### config.mk
export PLATFORM = sky130hd
export DESIGN_NAME = dual_comparator_control
export DESIGN_NICKNAME = d
export VERILOG_FILES = /design/src/cmp_pkg.sv /design/src/cmp_sync2.sv /design/src/cmp_change_det.sv /design/src/dual_comparator_control.sv
export VERILOG_INCLUDE_DIRS = /design/src
export SDC_FILE = /design/constraint.sdc
export NUM_CORES = 1
export LEC_CHECK = 0
export ABC_AREA = 1
export BUFFER_PORTS_ARGS = -buffer_cell sky130_fd_sc_hd__buf_4
export CAP_MARGIN = 10
export CORE_MARGIN = 2
export CORE_UTILIZATION = 48
export CTS_BUF_LIST = sky130_fd_sc_hd__clkbuf_2
export DETAILED_ROUTE_END_ITERATION = 8
export PLACE_DENSITY = 0.77
export SKIP_CTS_REPAIR_TIMING = 1
export SYNTH_ARGS = -nofsm -noshare
export SYNTH_HDL_FRONTEND = slang
export SYNTH_SLANG_ARGS = --single-unit
### constraint.sdc
create_clock -name clk_sys -period 1.3 [get_ports clk_sys]
set_clock_uncertainty 0.1 [all_clocks]
set_input_delay 0.13 -clock clk_sys [delete_from_list [all_inputs] [get_ports clk_sys]]
set_output_delay 0.13 -clock clk_sys [all_outputs]
set_load 0.03 [all_outputs]
### src/cmp_consts.svh
`ifndef CMP_CONSTS_SVH
`define CMP_CONSTS_SVH
// register byte offsets on the AXI4-Lite slave
`define OFS_CMP_CTRL     4'h0
`define OFS_REF_CTRL     4'h4
`define OFS_IRQ_STAT     4'h8
`define OFS_IRQ_MASK     4'hC
// comparator control field positions
`define B_IDLE_STOP      15
`define B_CMP2_FLAG      13
`define B_CMP1_FLAG      12
`define B_CMP2_ON        11
`define B_CMP1_ON        10
`define B_CMP2_PAD       9
`define B_CMP1_PAD       8
`define B_CMP2_RESULT    7
`define B_CMP1_RESULT    6
`define B_CMP2_FLIP      5
`define B_CMP1_FLIP      4
`define B_CMP2_MINUS     3
`define B_CMP2_PLUS      2
`define B_CMP1_MINUS     1
`define B_CMP1_PLUS      0
// writable bits of comparator control, bit 14 and results excluded
`define CMP_CTRL_WMASK   16'hBF3F
// reference control field positions
`define B_REF_POWER      7
`define B_REF_PIN        6
`define B_REF_RANGE      5
`define B_REF_SOURCE     4
`define REF_CTRL_WMASK   16'h00FF
`define REG_RESET        16'h0000
`define IRQ_RESET        2'h0
// AXI response codes
`define RESP_OKAY        2'h0
`define RESP_SLVERR      2'h2
`endif

### src/cmp_pkg.sv
package cmp_pkg;
  typedef logic [15:0] reg16_t;
  typedef logic [3:0]  refCode_t;
  typedef enum logic [1:0] {
    RD_IDLE = 2'b00,
    RD_RESP = 2'b01
  } rdState_t;
endpackage

### src/cmp_sync2.sv
`timescale 1ns/1ns
// two-stage synchroniser; first stage read only by the second
module cmp_sync2 #(
  parameter int WIDTH = 2
) (
  input  wire logic             clk_sys,
  input  wire logic             nrst,
  input  wire logic [WIDTH-1:0] asyncIn,
  output logic      [WIDTH-1:0] syncOut
);
  logic [WIDTH-1:0] meta_q;

  // metastability settles in meta_q before anyone looks
  always_ff @(posedge clk_sys or negedge nrst) begin
    if (!nrst) begin
      meta_q  <= '0;
      syncOut <= '0;
    end else begin
      meta_q  <= asyncIn;
      syncOut <= meta_q;
    end
  end
endmodule // cmp_sync2

### src/cmp_change_det.sv
`timescale 1ns/1ns
// per-channel change detector on synchronised results
module cmp_change_det #(
  parameter int N = 2
) (
  input  wire logic         clk_sys,
  input  wire logic         nrst,
  input  wire logic [N-1:0] level,
  input  wire logic [N-1:0] enable,
  output logic      [N-1:0] changed
);
  logic [N-1:0] last_q;

  genvar i;
  generate
    for (i = 0; i < N; i++) begin : g_ch
      // history runs even while disabled; enabling or a flip can still
      // raise one event as the gated level moves, so software clears after
      always_ff @(posedge clk_sys or negedge nrst) begin
        if (!nrst) begin
          last_q[i] <= 1'b0;
        end else begin
          last_q[i] <= level[i];
        end
      end
      assign changed[i] = enable[i] & (level[i] ^ last_q[i]);
    end
  endgenerate
endmodule // cmp_change_det

### src/dual_comparator_control.sv
// The placing of the registers and the AXI4-Lite slave port were chosen for this implementation.
`timescale 1ns/1ns
`include "cmp_consts.svh"
// Contract
// - idle_stop set and chip idle: no interrupts, comparators stay enabled.
// - change flags bits 13/12 set when comparator 2/1 output changes.
// - enable bits 11/10 turn comparator 2/1 on or off.
// - pad-drive bits 9/8 put result on pad, else pad held off.
// - inversion bits 5/4 invert output before reporting and driving.
// - minus route bits 3/1: one selects plus pin, zero minus pin.
// - reference control bit 7 powers the reference ladder.
// - bit 6 connects the reference level to its pin.
// - bit 5 selects code/24 span or quarter span plus code/32.
// - bit 4 takes span from external pins or analog supply.
// - four-bit level code gives sixteen steps in either range.
// - unimplemented bits read as zero in both registers.
module dual_comparator_control (
  input  wire logic        clk_sys,
  input  wire logic        nrst,
  // AXI4-Lite slave
  input  wire logic [3:0]  s_axi_awaddr,
  input  wire logic        s_axi_awvalid,
  output logic             s_axi_awready,
  input  wire logic [31:0] s_axi_wdata,
  input  wire logic [3:0]  s_axi_wstrb,
  input  wire logic        s_axi_wvalid,
  output logic             s_axi_wready,
  output logic [1:0]       s_axi_bresp,
  output logic             s_axi_bvalid,
  input  wire logic        s_axi_bready,
  input  wire logic [3:0]  s_axi_araddr,
  input  wire logic        s_axi_arvalid,
  output logic             s_axi_arready,
  output logic [31:0]      s_axi_rdata,
  output logic [1:0]       s_axi_rresp,
  output logic             s_axi_rvalid,
  input  wire logic        s_axi_rready,
  // system state and analog side
  input  wire logic        idleMode,
  input  wire logic [1:0]  cmpRaw,
  output logic [1:0]       cmpOn,
  output logic [1:0]       cmpPadOut,
  output logic [1:0]       cmpPadOe,
  output logic [1:0]       cmpMinusRoute,
  output logic [1:0]       cmpPlusRoute,
  output logic             refPowerOn,
  output logic             refPinDrive,
  output logic             refRangeSelect,
  output logic             refSourceSelect,
  output logic [3:0]       refLevelCode,
  output logic             irq
);
  cmp_pkg::reg16_t   cmpCtrl_q;
  cmp_pkg::reg16_t   refCtrl_q;
  logic [1:0]        flag_q;
  logic [1:0]        irqStat_q;
  logic [1:0]        irqMask_q;
  logic [1:0]        rawSync;
  logic [1:0]        result;
  logic [1:0]        changed;
  logic [1:0]        enables;
  logic [1:0]        flips;
  logic              awHeld_q;
  logic              wHeld_q;
  logic [3:0]        awAddr_q;
  logic [31:0]       wData_q;
  logic [3:0]        wStrb_q;
  logic              doWrite;
  logic [15:0]       wMerge;
  logic [15:0]       curVal;
  logic [31:0]       rdWord;
  logic              rdHit;
  logic              wrHit;
  cmp_pkg::rdState_t rdState_q;

  assign enables = {cmpCtrl_q[`B_CMP2_ON], cmpCtrl_q[`B_CMP1_ON]};
  assign flips   = {cmpCtrl_q[`B_CMP2_FLIP], cmpCtrl_q[`B_CMP1_FLIP]};

  // raw analog results are asynchronous to clk_sys
  cmp_sync2 #(.WIDTH(2)) u_sync (
    .clk_sys (clk_sys),
    .nrst    (nrst),
    .asyncIn (cmpRaw),
    .syncOut (rawSync)
  );

  // inversion applies before report and pad; disabled reads zero
  assign result = (rawSync ^ flips) & enables;

  cmp_change_det #(.N(2)) u_det (
    .clk_sys (clk_sys),
    .nrst    (nrst),
    .level   (result),
    .enable  (enables),
    .changed (changed)
  );

  // write address/data capture, either order, held until both present
  assign doWrite = awHeld_q & wHeld_q & ~s_axi_bvalid;

  always_ff @(posedge clk_sys or negedge nrst) begin
    if (!nrst) begin
      awHeld_q <= 1'b0;
      wHeld_q  <= 1'b0;
      awAddr_q <= 4'h0;
      wData_q  <= 32'h0000_0000;
      wStrb_q  <= 4'h0;
    end else begin
      if (s_axi_awvalid && s_axi_awready) begin
        awHeld_q <= 1'b1;
        awAddr_q <= s_axi_awaddr;
      end else if (doWrite) begin
        awHeld_q <= 1'b0;
      end
      if (s_axi_wvalid && s_axi_wready) begin
        wHeld_q <= 1'b1;
        wData_q <= s_axi_wdata;
        wStrb_q <= s_axi_wstrb;
      end else if (doWrite) begin
        wHeld_q <= 1'b0;
      end
    end
  end

  // readies drop while a beat is held so payload cannot be overwritten
  always_ff @(posedge clk_sys or negedge nrst) begin
    if (!nrst) begin
      s_axi_awready <= 1'b0;
      s_axi_wready  <= 1'b0;
    end else begin
      s_axi_awready <= ~(awHeld_q | (s_axi_awvalid & s_axi_awready))
                       & ~doWrite;
      s_axi_wready  <= ~(wHeld_q | (s_axi_wvalid & s_axi_wready))
                       & ~doWrite;
    end
  end

  // byte-lane merge of the held write against current contents
  always_comb begin
    case (awAddr_q)
      `OFS_CMP_CTRL: curVal = cmpCtrl_q;
      `OFS_REF_CTRL: curVal = refCtrl_q;
      `OFS_IRQ_MASK: curVal = {14'h0000, irqMask_q};
      default:       curVal = 16'h0000;
    endcase
    wMerge[7:0]  = wStrb_q[0] ? wData_q[7:0]  : curVal[7:0];
    wMerge[15:8] = wStrb_q[1] ? wData_q[15:8] : curVal[15:8];
  end

  assign wrHit = (awAddr_q == `OFS_CMP_CTRL) || (awAddr_q == `OFS_REF_CTRL)
              || (awAddr_q == `OFS_IRQ_STAT) || (awAddr_q == `OFS_IRQ_MASK);

  // write response, unmapped addresses answer SLVERR
  always_ff @(posedge clk_sys or negedge nrst) begin
    if (!nrst) begin
      s_axi_bvalid <= 1'b0;
      s_axi_bresp  <= `RESP_OKAY;
    end else if (doWrite) begin
      s_axi_bvalid <= 1'b1;
      s_axi_bresp  <= wrHit ? `RESP_OKAY : `RESP_SLVERR;
    end else if (s_axi_bready) begin
      s_axi_bvalid <= 1'b0;
    end
  end

  // control registers; flags and results live elsewhere
  always_ff @(posedge clk_sys or negedge nrst) begin
    if (!nrst) begin
      cmpCtrl_q <= `REG_RESET;
      refCtrl_q <= `REG_RESET;
      irqMask_q <= `IRQ_RESET;
    end else if (doWrite) begin
      if (awAddr_q == `OFS_CMP_CTRL) begin
        cmpCtrl_q <= wMerge & `CMP_CTRL_WMASK;
      end
      if (awAddr_q == `OFS_REF_CTRL) begin
        refCtrl_q <= wMerge & `REF_CTRL_WMASK;
      end
      if (awAddr_q == `OFS_IRQ_MASK) begin
        irqMask_q <= wMerge[1:0];
      end
    end
  end

  // change flags: set wins over a software write of zero
  always_ff @(posedge clk_sys or negedge nrst) begin
    if (!nrst) begin
      flag_q <= `IRQ_RESET;
    end else begin
      if (doWrite && awAddr_q == `OFS_CMP_CTRL && wStrb_q[1]) begin
        flag_q <= {wData_q[`B_CMP2_FLAG], wData_q[`B_CMP1_FLAG]}
                  | changed;
      end else begin
        flag_q <= flag_q | changed;
      end
    end
  end

  // sticky interrupt status, write one to clear; idle stop blocks set
  always_ff @(posedge clk_sys or negedge nrst) begin
    if (!nrst) begin
      irqStat_q <= `IRQ_RESET;
    end else begin
      logic [1:0] setBits;
      logic [1:0] clrBits;
      setBits = (idleMode && cmpCtrl_q[`B_IDLE_STOP]) ? 2'h0 : changed;
      clrBits = (doWrite && awAddr_q == `OFS_IRQ_STAT && wStrb_q[0])
                ? wData_q[1:0] : 2'h0;
      irqStat_q <= (irqStat_q & ~clrBits) | setBits;
    end
  end

  // one level interrupt; held low in idle when idle stop is set
  always_ff @(posedge clk_sys or negedge nrst) begin
    if (!nrst) begin
      irq <= 1'b0;
    end else begin
      irq <= |(irqStat_q & irqMask_q)
             & ~(idleMode & cmpCtrl_q[`B_IDLE_STOP]);
    end
  end

  // pad and analog routing outputs, all registered
  always_ff @(posedge clk_sys or negedge nrst) begin
    if (!nrst) begin
      cmpOn           <= 2'h0;
      cmpPadOut       <= 2'h0;
      cmpPadOe        <= 2'h0;
      cmpMinusRoute   <= 2'h0;
      cmpPlusRoute    <= 2'h0;
      refPowerOn      <= 1'b0;
      refPinDrive     <= 1'b0;
      refRangeSelect  <= 1'b0;
      refSourceSelect <= 1'b0;
      refLevelCode    <= 4'h0;
    end else begin
      cmpOn         <= enables;
      cmpPadOe      <= {cmpCtrl_q[`B_CMP2_PAD], cmpCtrl_q[`B_CMP1_PAD]};
      // pad data gated too, so nothing leaks when drive is off
      cmpPadOut     <= result & {cmpCtrl_q[`B_CMP2_PAD],
                                 cmpCtrl_q[`B_CMP1_PAD]};
      cmpMinusRoute <= {cmpCtrl_q[`B_CMP2_MINUS],
                        cmpCtrl_q[`B_CMP1_MINUS]};
      cmpPlusRoute  <= {cmpCtrl_q[`B_CMP2_PLUS],
                        cmpCtrl_q[`B_CMP1_PLUS]};
      refPowerOn      <= refCtrl_q[`B_REF_POWER];
      // pin drive meaningless without power; ladder gates both anyway
      refPinDrive     <= refCtrl_q[`B_REF_PIN];
      refRangeSelect  <= refCtrl_q[`B_REF_RANGE];
      refSourceSelect <= refCtrl_q[`B_REF_SOURCE];
      refLevelCode    <= refCtrl_q[3:0];
    end
  end

  // read data assembly; result bits shown live, flags merged in
  always_comb begin
    rdHit  = 1'b1;
    rdWord = 32'h0000_0000;
    case (s_axi_araddr)
      `OFS_CMP_CTRL: begin
        rdWord[15:0] = cmpCtrl_q;
        rdWord[`B_CMP2_FLAG]   = flag_q[1];
        rdWord[`B_CMP1_FLAG]   = flag_q[0];
        rdWord[`B_CMP2_RESULT] = result[1];
        rdWord[`B_CMP1_RESULT] = result[0];
      end
      `OFS_REF_CTRL: rdWord[15:0] = refCtrl_q;
      `OFS_IRQ_STAT: rdWord[1:0]  = irqStat_q;
      `OFS_IRQ_MASK: rdWord[1:0]  = irqMask_q;
      default:       rdHit = 1'b0;
    endcase
  end

  // read channel: one cycle to accept, data next edge
  always_ff @(posedge clk_sys or negedge nrst) begin
    if (!nrst) begin
      rdState_q     <= cmp_pkg::RD_IDLE;
      s_axi_arready <= 1'b0;
      s_axi_rvalid  <= 1'b0;
      s_axi_rdata   <= 32'h0000_0000;
      s_axi_rresp   <= `RESP_OKAY;
    end else begin
      case (rdState_q)
        cmp_pkg::RD_IDLE: begin
          s_axi_arready <= 1'b1;
          if (s_axi_arvalid && s_axi_arready) begin
            s_axi_arready <= 1'b0;
            s_axi_rvalid  <= 1'b1;
            s_axi_rdata   <= rdWord;
            s_axi_rresp   <= rdHit ? `RESP_OKAY : `RESP_SLVERR;
            rdState_q     <= cmp_pkg::RD_RESP;
          end
        end
        cmp_pkg::RD_RESP: begin
          s_axi_arready <= 1'b0;
          if (s_axi_rready) begin
            s_axi_rvalid <= 1'b0;
            rdState_q    <= cmp_pkg::RD_IDLE;
          end
        end
        default: begin
          rdState_q <= cmp_pkg::RD_IDLE;
        end
      endcase
    end
  end
endmodule // dual_comparator_control

Yosys cells after proc, flatten, opt, wreduce, memory -nomap -nowiden
Cells that the tools add are included.
Storage, ports and cells
  register bits after elaboration: 103
  bits of input ports: 54
  output and inout bits: 60
  word-level logic and storage cells: 127
Cells by class
  equality and inequality tests: 10
  muxes and demuxes: 24
  bitwise gates (word level): 28
  reductions and logical operators: 29
Operator list (count)
  $pmux W16 S2: 1
  $pmux W14 S2: 1
  $eq A4 B4 Y1 const B: 4
  $mux W8: 2
  $mux W2: 7
  $and A1 B1 Y1: 10
  $reduce_and A2 Y1: 5
  $mux W1: 9
  $reduce_and A3 Y1: 3
  $and A2 B2 Y2: 4
  $eq A4 B3 Y1 const B: 2
  $logic_and A1 B1 Y1: 8
  $logic_not A4 Y1: 2
  $pmux W2 S4: 1
  $reduce_bool A2 Y1: 4
  $ne A2 B2 Y1 const B: 3
  $or A2 B2 Y2: 3
  $not A1 Y1: 5
  $pmux W1 S2: 2
  $pmux W2 S2: 1
  $reduce_or A4 Y1: 1
  $logic_or A1 B1 Y1: 3
  $reduce_bool A3 Y1: 1
  $eq A2 B1 Y1 const B: 1
  other kinds (6): 8

Longest topological paths before layout
  depth in word-level cells: 8
  gate-level depth with buffers: 8

By module
Synthesis repeated with hierarchy kept, for this count alone.
Unflattened totals
  cell total of the unflattened synthesis: 393
  area total of the unflattened synthesis: 3945.0 µm²
By module, submodules not included
  dual_comparator_control: instances 1, cells each 379, area each 3764.9 µm², sequential area each 2227.1 µm²
  cmp_sync2: instances 1, cells each 4, area each 100.1 µm², sequential area each 100.1 µm²
  cmp_change_det: instances 1, cells each 10, area each 80.1 µm², sequential area each 50.0 µm²

Worst setup path after synthesis
OpenSTA, ideal clock, no wires.
  path type: reg-to-reg
  start point: register s_axi_bvalid
  end point: register refCtrl_q[2]
  arrival time: 1.253 ns
  path slack: -0.180 ns
  cell stages (with the launch flop): 8
  path buffers: 0
  path through: dfrtp_1 -> inv_1 -> nand3_4 -> inv_1 -> nand3_2 -> clkinv_1 -> nand3_1 -> o21ai_0
On the way
  word-level cells in the longest chain between the ends: 3
Ends and longest elaborated chain
  start, declared: RTL line dual_comparator_control.sv:29  | output logic s_axi_bvalid,
  start signal, assigned: RTL line dual_comparator_control.sv:156  | s_axi_bvalid <= 1'b0;
  start signal, assigned: RTL line dual_comparator_control.sv:159  | s_axi_bvalid <= 1'b1;
  start signal, assigned: RTL line dual_comparator_control.sv:162  | s_axi_bvalid <= 1'b0;
  $not A1 Y1: RTL line dual_comparator_control.sv:99  | assign doWrite = awHeld_q & wHeld_q & ~s_axi_bvalid;
  $and A1 B1 Y1: RTL line dual_comparator_control.sv:99
  $reduce_and A2 Y1 (no line)
  end signal, assigned: RTL line dual_comparator_control.sv:170  | refCtrl_q <= `REG_RESET;
  end signal, assigned: RTL line dual_comparator_control.sv:177  | refCtrl_q <= wMerge & `REF_CTRL_WMASK;
  end, declared: RTL line dual_comparator_control.sv:54  | cmp_pkg::reg16_t refCtrl_q;
No other way between the ends.
A chain may end at the register's enable or synchronous reset.

Worst setup path in the final report
  start point: register awAddr_q[0]
  end point: register irqMask_q[1]
On the way
  word-level cells in the longest chain between the ends: 3
  elaborated cells on any way between the ends: 5
  classes of those cells: eq/ne (2); mux (2); reduce/logical (1)
Ends and longest elaborated chain
  start, declared: RTL line dual_comparator_control.sv:65  | logic [3:0] awAddr_q;
  start signal, assigned: RTL line dual_comparator_control.sv:111  | awAddr_q <= s_axi_awaddr;
  $eq A4 B4 Y1 / $eq A4 B3 Y1 (equally long branches): RTL line dual_comparator_control.sv:140  | case (awAddr_q)
  $pmux W16 S2: RTL line dual_comparator_control.sv:140
  $mux W8: RTL line dual_comparator_control.sv:146  | wMerge[7:0] = wStrb_q[0] ? wData_q[7:0] : curVal[7:0];
  end signal, assigned: RTL line dual_comparator_control.sv:171  | irqMask_q <= `IRQ_RESET;
  end signal, assigned: RTL line dual_comparator_control.sv:180  | irqMask_q <= wMerge[1:0];
  end, declared: RTL line dual_comparator_control.sv:57  | logic [1:0] irqMask_q;
Parallel ways exist; a longest one is shown, timed or not. The select of a mux whose other input is x is not followed.

==> impl_results.md <==
* Violations in the final reports: negative setup slack
* Post-Synth Simple-Gate Area at 0.198
* Hold depth at 6
* Synthesized cell area at 3970 µm²
* Worst Tran Pin Value at 0.545 ns
* Post-synthesis mux area share at 0.0482
* Final Worst Setup Slack at -0.273 ns
* Drt total wl at 10600 µm
* Worst reg-to-reg path cell count at 9
* Switching power at 5.14 mW
* Post-DP HPWL at 6210 µm
* Share of layout cells above drive strength 1 at 0.426
* Antenna diodes at 0
* Clk sinks at 95
* Worst Setup Start Kind: flop
* Hold Vio Cnt, Final at 0
* Clock Tree Root: clkbuf_2
* TritonCTS buffer count at 9
* Fin crit share at 1.21
* Total GRT Usage at 0.192
* H-tree levels at 3
* Clk_lat worst skew at 0.56 ns
* R2R Path End: irqMask_q[1]$_DFFE_PN0P_
* Fillers at 521
* Adder-cell share of the synthesized area at 0
* Leakage at 2.94 nW
* VDD IR max at 1.05 mV
* Reg power frac at 0.402
* TritonCTS clock tree: done
* Drt first-iter violations at 407
* Switching fraction of total power at 0.415
* Hold wc startpoint: s_axi_araddr[0]
* Fmax at 636 MHz
* Worst hold path class: in2reg
* Die W at 94.9 µm
* Worst relative slew slack at 0.636
* Routed vias/inst at 5.26
* Post-Synth XOR/XNOR Area at 0
* Outcome: finished, violations left
* Setup WS pre-CTS at -0.171 ns
* Synthesized instance count at 393
* CP endpoint kind: flop
* CP required at 1.71 ns
* Layout Cells excl Fill at 659
* Register bit total from synthesis at 95
* Post-synthesis sequential area ratio at 0.599
* First-pass GRT wire length at 13400 µm
* Synth warn at 0
* Antenna violations before repair at 0
* Port Buffer Count at 75
* Routed Antenna Nets at 0
* MaxCap Viol Count at 0
* PD cells at 2070 nW/µm²
* Pins Over Slew Limit at 0
* Avg Cell Area, Syn at 10.1 µm²
* Largest net degree at the start of global routing at 34
* Kind of critical path: reg2reg
* Rows at 33
* # setup viols final at 68
* Die area at 9010 µm²
* Clock network fraction of total power at 0.135
* Final critical-path required period at 1.57 ns
* FF-to-FF setup slack at -0.27 ns
* Area of the core at 8130 µm²
* First drt pass iteration count at 9
* Vias in the first global route at 2888
* Internal power at 7.25 mW
* Starting density of the core at 0.488
* Worst reg2reg path startpoint: awAddr_q[0]$_DFFE_PN0P_
* Ports at 114
* Clock slew at the register clock pins of the worst setup and hold paths at 0.27 ns
* Clock Tree Buf Depth at 2
* Final #Nets at 603
* Crit path DAT at 1.98 ns
* Unrepaired setup endpoints after global routing: yes
* Dpl cells at 584
* Complex-gate fraction of the synthesized area at 0.0649
* CP Max Fanout at 8
* Yosys cell types at 29
* Main combinational cell family by area after synthesis: simple AND/OR/NAND/NOR gates
* GRT overflow at 0
* Combinational power share at 0.464
* WL/cell at 16.1 µm
* Via count at 3468
* Die Y at 94.9 µm
* Area delta synth->final at 50.7%
* # DRC at 0
* Routability congestion estimate at 0.879
* WHS Endpoint: s_axi_rdata[7]$_DFFE_PN0P_
[stage by stage]
stage	util	hold slack, ns	total power, mW	instance area [µm²]	setup TNS (ns)
floorplan	-	-0.266	7.34	4050	-0.205
global placement	0.581	-0.0464	8.79	4730	-1.89
detailed placement	0.581	-0.0413	8.95	4730	-3.00
CTS	0.599	-0.675	10.5	4870	-7.50
global route	0.735	0.0238	13.0	5980	-12.51
finish	0.735	0.0132	12.4	5980	-7.54
[layer usage]
| metal | wire (µm) | GRT usage | vias to the layer above | share of wire |
|---|---|---|---|---|
| li1 | - | - | 1557 | - |
| met5 | 0 | 0 | - | 0 |
| met1 | 4190 | 0.259 | 1696 | 0.39 |
| met4 | 325 | 0.0978 | 0 | 0.031 |
| met3 | 655 | 0.0319 | 39 | 0.062 |
| met2 | 5440 | 0.301 | 176 | 0.51 |
[flip-flops by register name (all words and copies together), names as in the netlist, 4 cells and up]
name          flops
s_axi_rdata      15
cmpCtrl_q        11
refLevelCode      4
awAddr_q          4
wData_q          15
refCtrl_q         8
[final cells by class]
cell class / count / area (µm²) / share of cell area
multi-input cells: 248 / 1650 / 0.276
well taps: 105 / 131 / 0.0220
clock buffers: 9 / 45.0 / 0.00753
flip-flops and latches: 95 / 2380 / 0.398
repair buffers: 155 / 1520 / 0.253
inverters: 39 / 156 / 0.0261
clock inverters: 7 / 97.6 / 0.0163
repair inverters: 1 / 5.00 / 0.000837
[critical path: stages, from the launching register on]
cell     delay [ns]
dfrtp_1        0.47
nor2_4         0.15
buf_6          0.16
buf_8          0.15
nand3_2        0.10
nand2_2        0.07
inv_2          0.05
nand2_4        0.07
nand3_1        0.09
nand2_1        0.09
[synth_stat cells (all sizes together)]
library cell / count / area, µm²
a21oi: 12 / 75.1
nor3: 4 / 30.0
nand2: 89 / 337
dfrtp: 95 / 2380
inv: 38 / 143
or2: 6 / 37.5
nand4: 10 / 62.6
clkinv: 1 / 3.75
buf: 28 / 199
nor2: 15 / 86.3
nand3: 42 / 233
o21ai: 24 / 120
mux2: 17 / 191
o31ai: 4 / 30.0
clkbuf: 2 / 7.51
conb: 1 / 3.75
a21boi: 1 / 7.51
o22ai: 4 / 25.0
[power groups by stage]
stage | Sequential (mW) | Clock [mW] | Combinational, mW
floorplan | 5.42 | 0 | 1.92
finish | 4.98 | 1.67 | 5.74
detailed placement | 4.84 | 0 | 4.11
CTS | 4.76 | 1.65 | 4.13
global route | 5.09 | 1.82 | 6.10
global placement | 4.77 | 0 | 4.02
[cell usage in the layout, fill, tap and decap left out, drive strengths merged]
cell,instances
o22ai,4
a21boi,1
clkinv,5
a21oi,12
buf,119
o21ai,24
nand3,42
bufinv,2
inv,38
mux2,17
clkinvlp,2
nor3,4
dlygate4sd3,34
conb,19
nand4,10
o31ai,4
clkbuf,11
nor2,15
dfrtp,95
or2,6
nand2,90
[cells by family (layout without fill, tap and decap cells)]
| logic type | after synthesis | in the layout |
|---|---|---|
| and+or+nand+nor | 166 | 167 |
| other | 1 | 19 |
| DFF | 95 | 95 |
| AOI/OAI and AO/OA | 45 | 45 |
| buffers and inverters | 69 | 211 |
| muxes | 17 | 17 |
[how the worst max path moves through the flow]
stage | slack [ns] | cells after the start | end | start
2_1_floorplan | -0.05 | 7 | cmpCtrl_q[10]$_DFFE_PN0P_ | s_axi_bvalid$_DFFE_PN0P_
6_report | -0.27 | 9 | irqMask_q[1]$_DFFE_PN0P_ | awAddr_q[0]$_DFFE_PN0P_
3_3_place_gp | -0.13 | 9 | refCtrl_q[1]$_DFFE_PN0P_ | awAddr_q[1]$_DFFE_PN0P_
4_1_cts | -0.24 | 2 | s_axi_bvalid | s_axi_bvalid$_DFFE_PN0P_
3_5_place_dp | -0.17 | 9 | irqMask_q[1]$_DFFE_PN0P_ | awAddr_q[1]$_DFFE_PN0P_
5_1_grt | -0.33 | 9 | irqMask_q[1]$_DFFE_PN0P_ | awAddr_q[0]$_DFFE_PN0P_
Power figures use the tool's default switching activity.
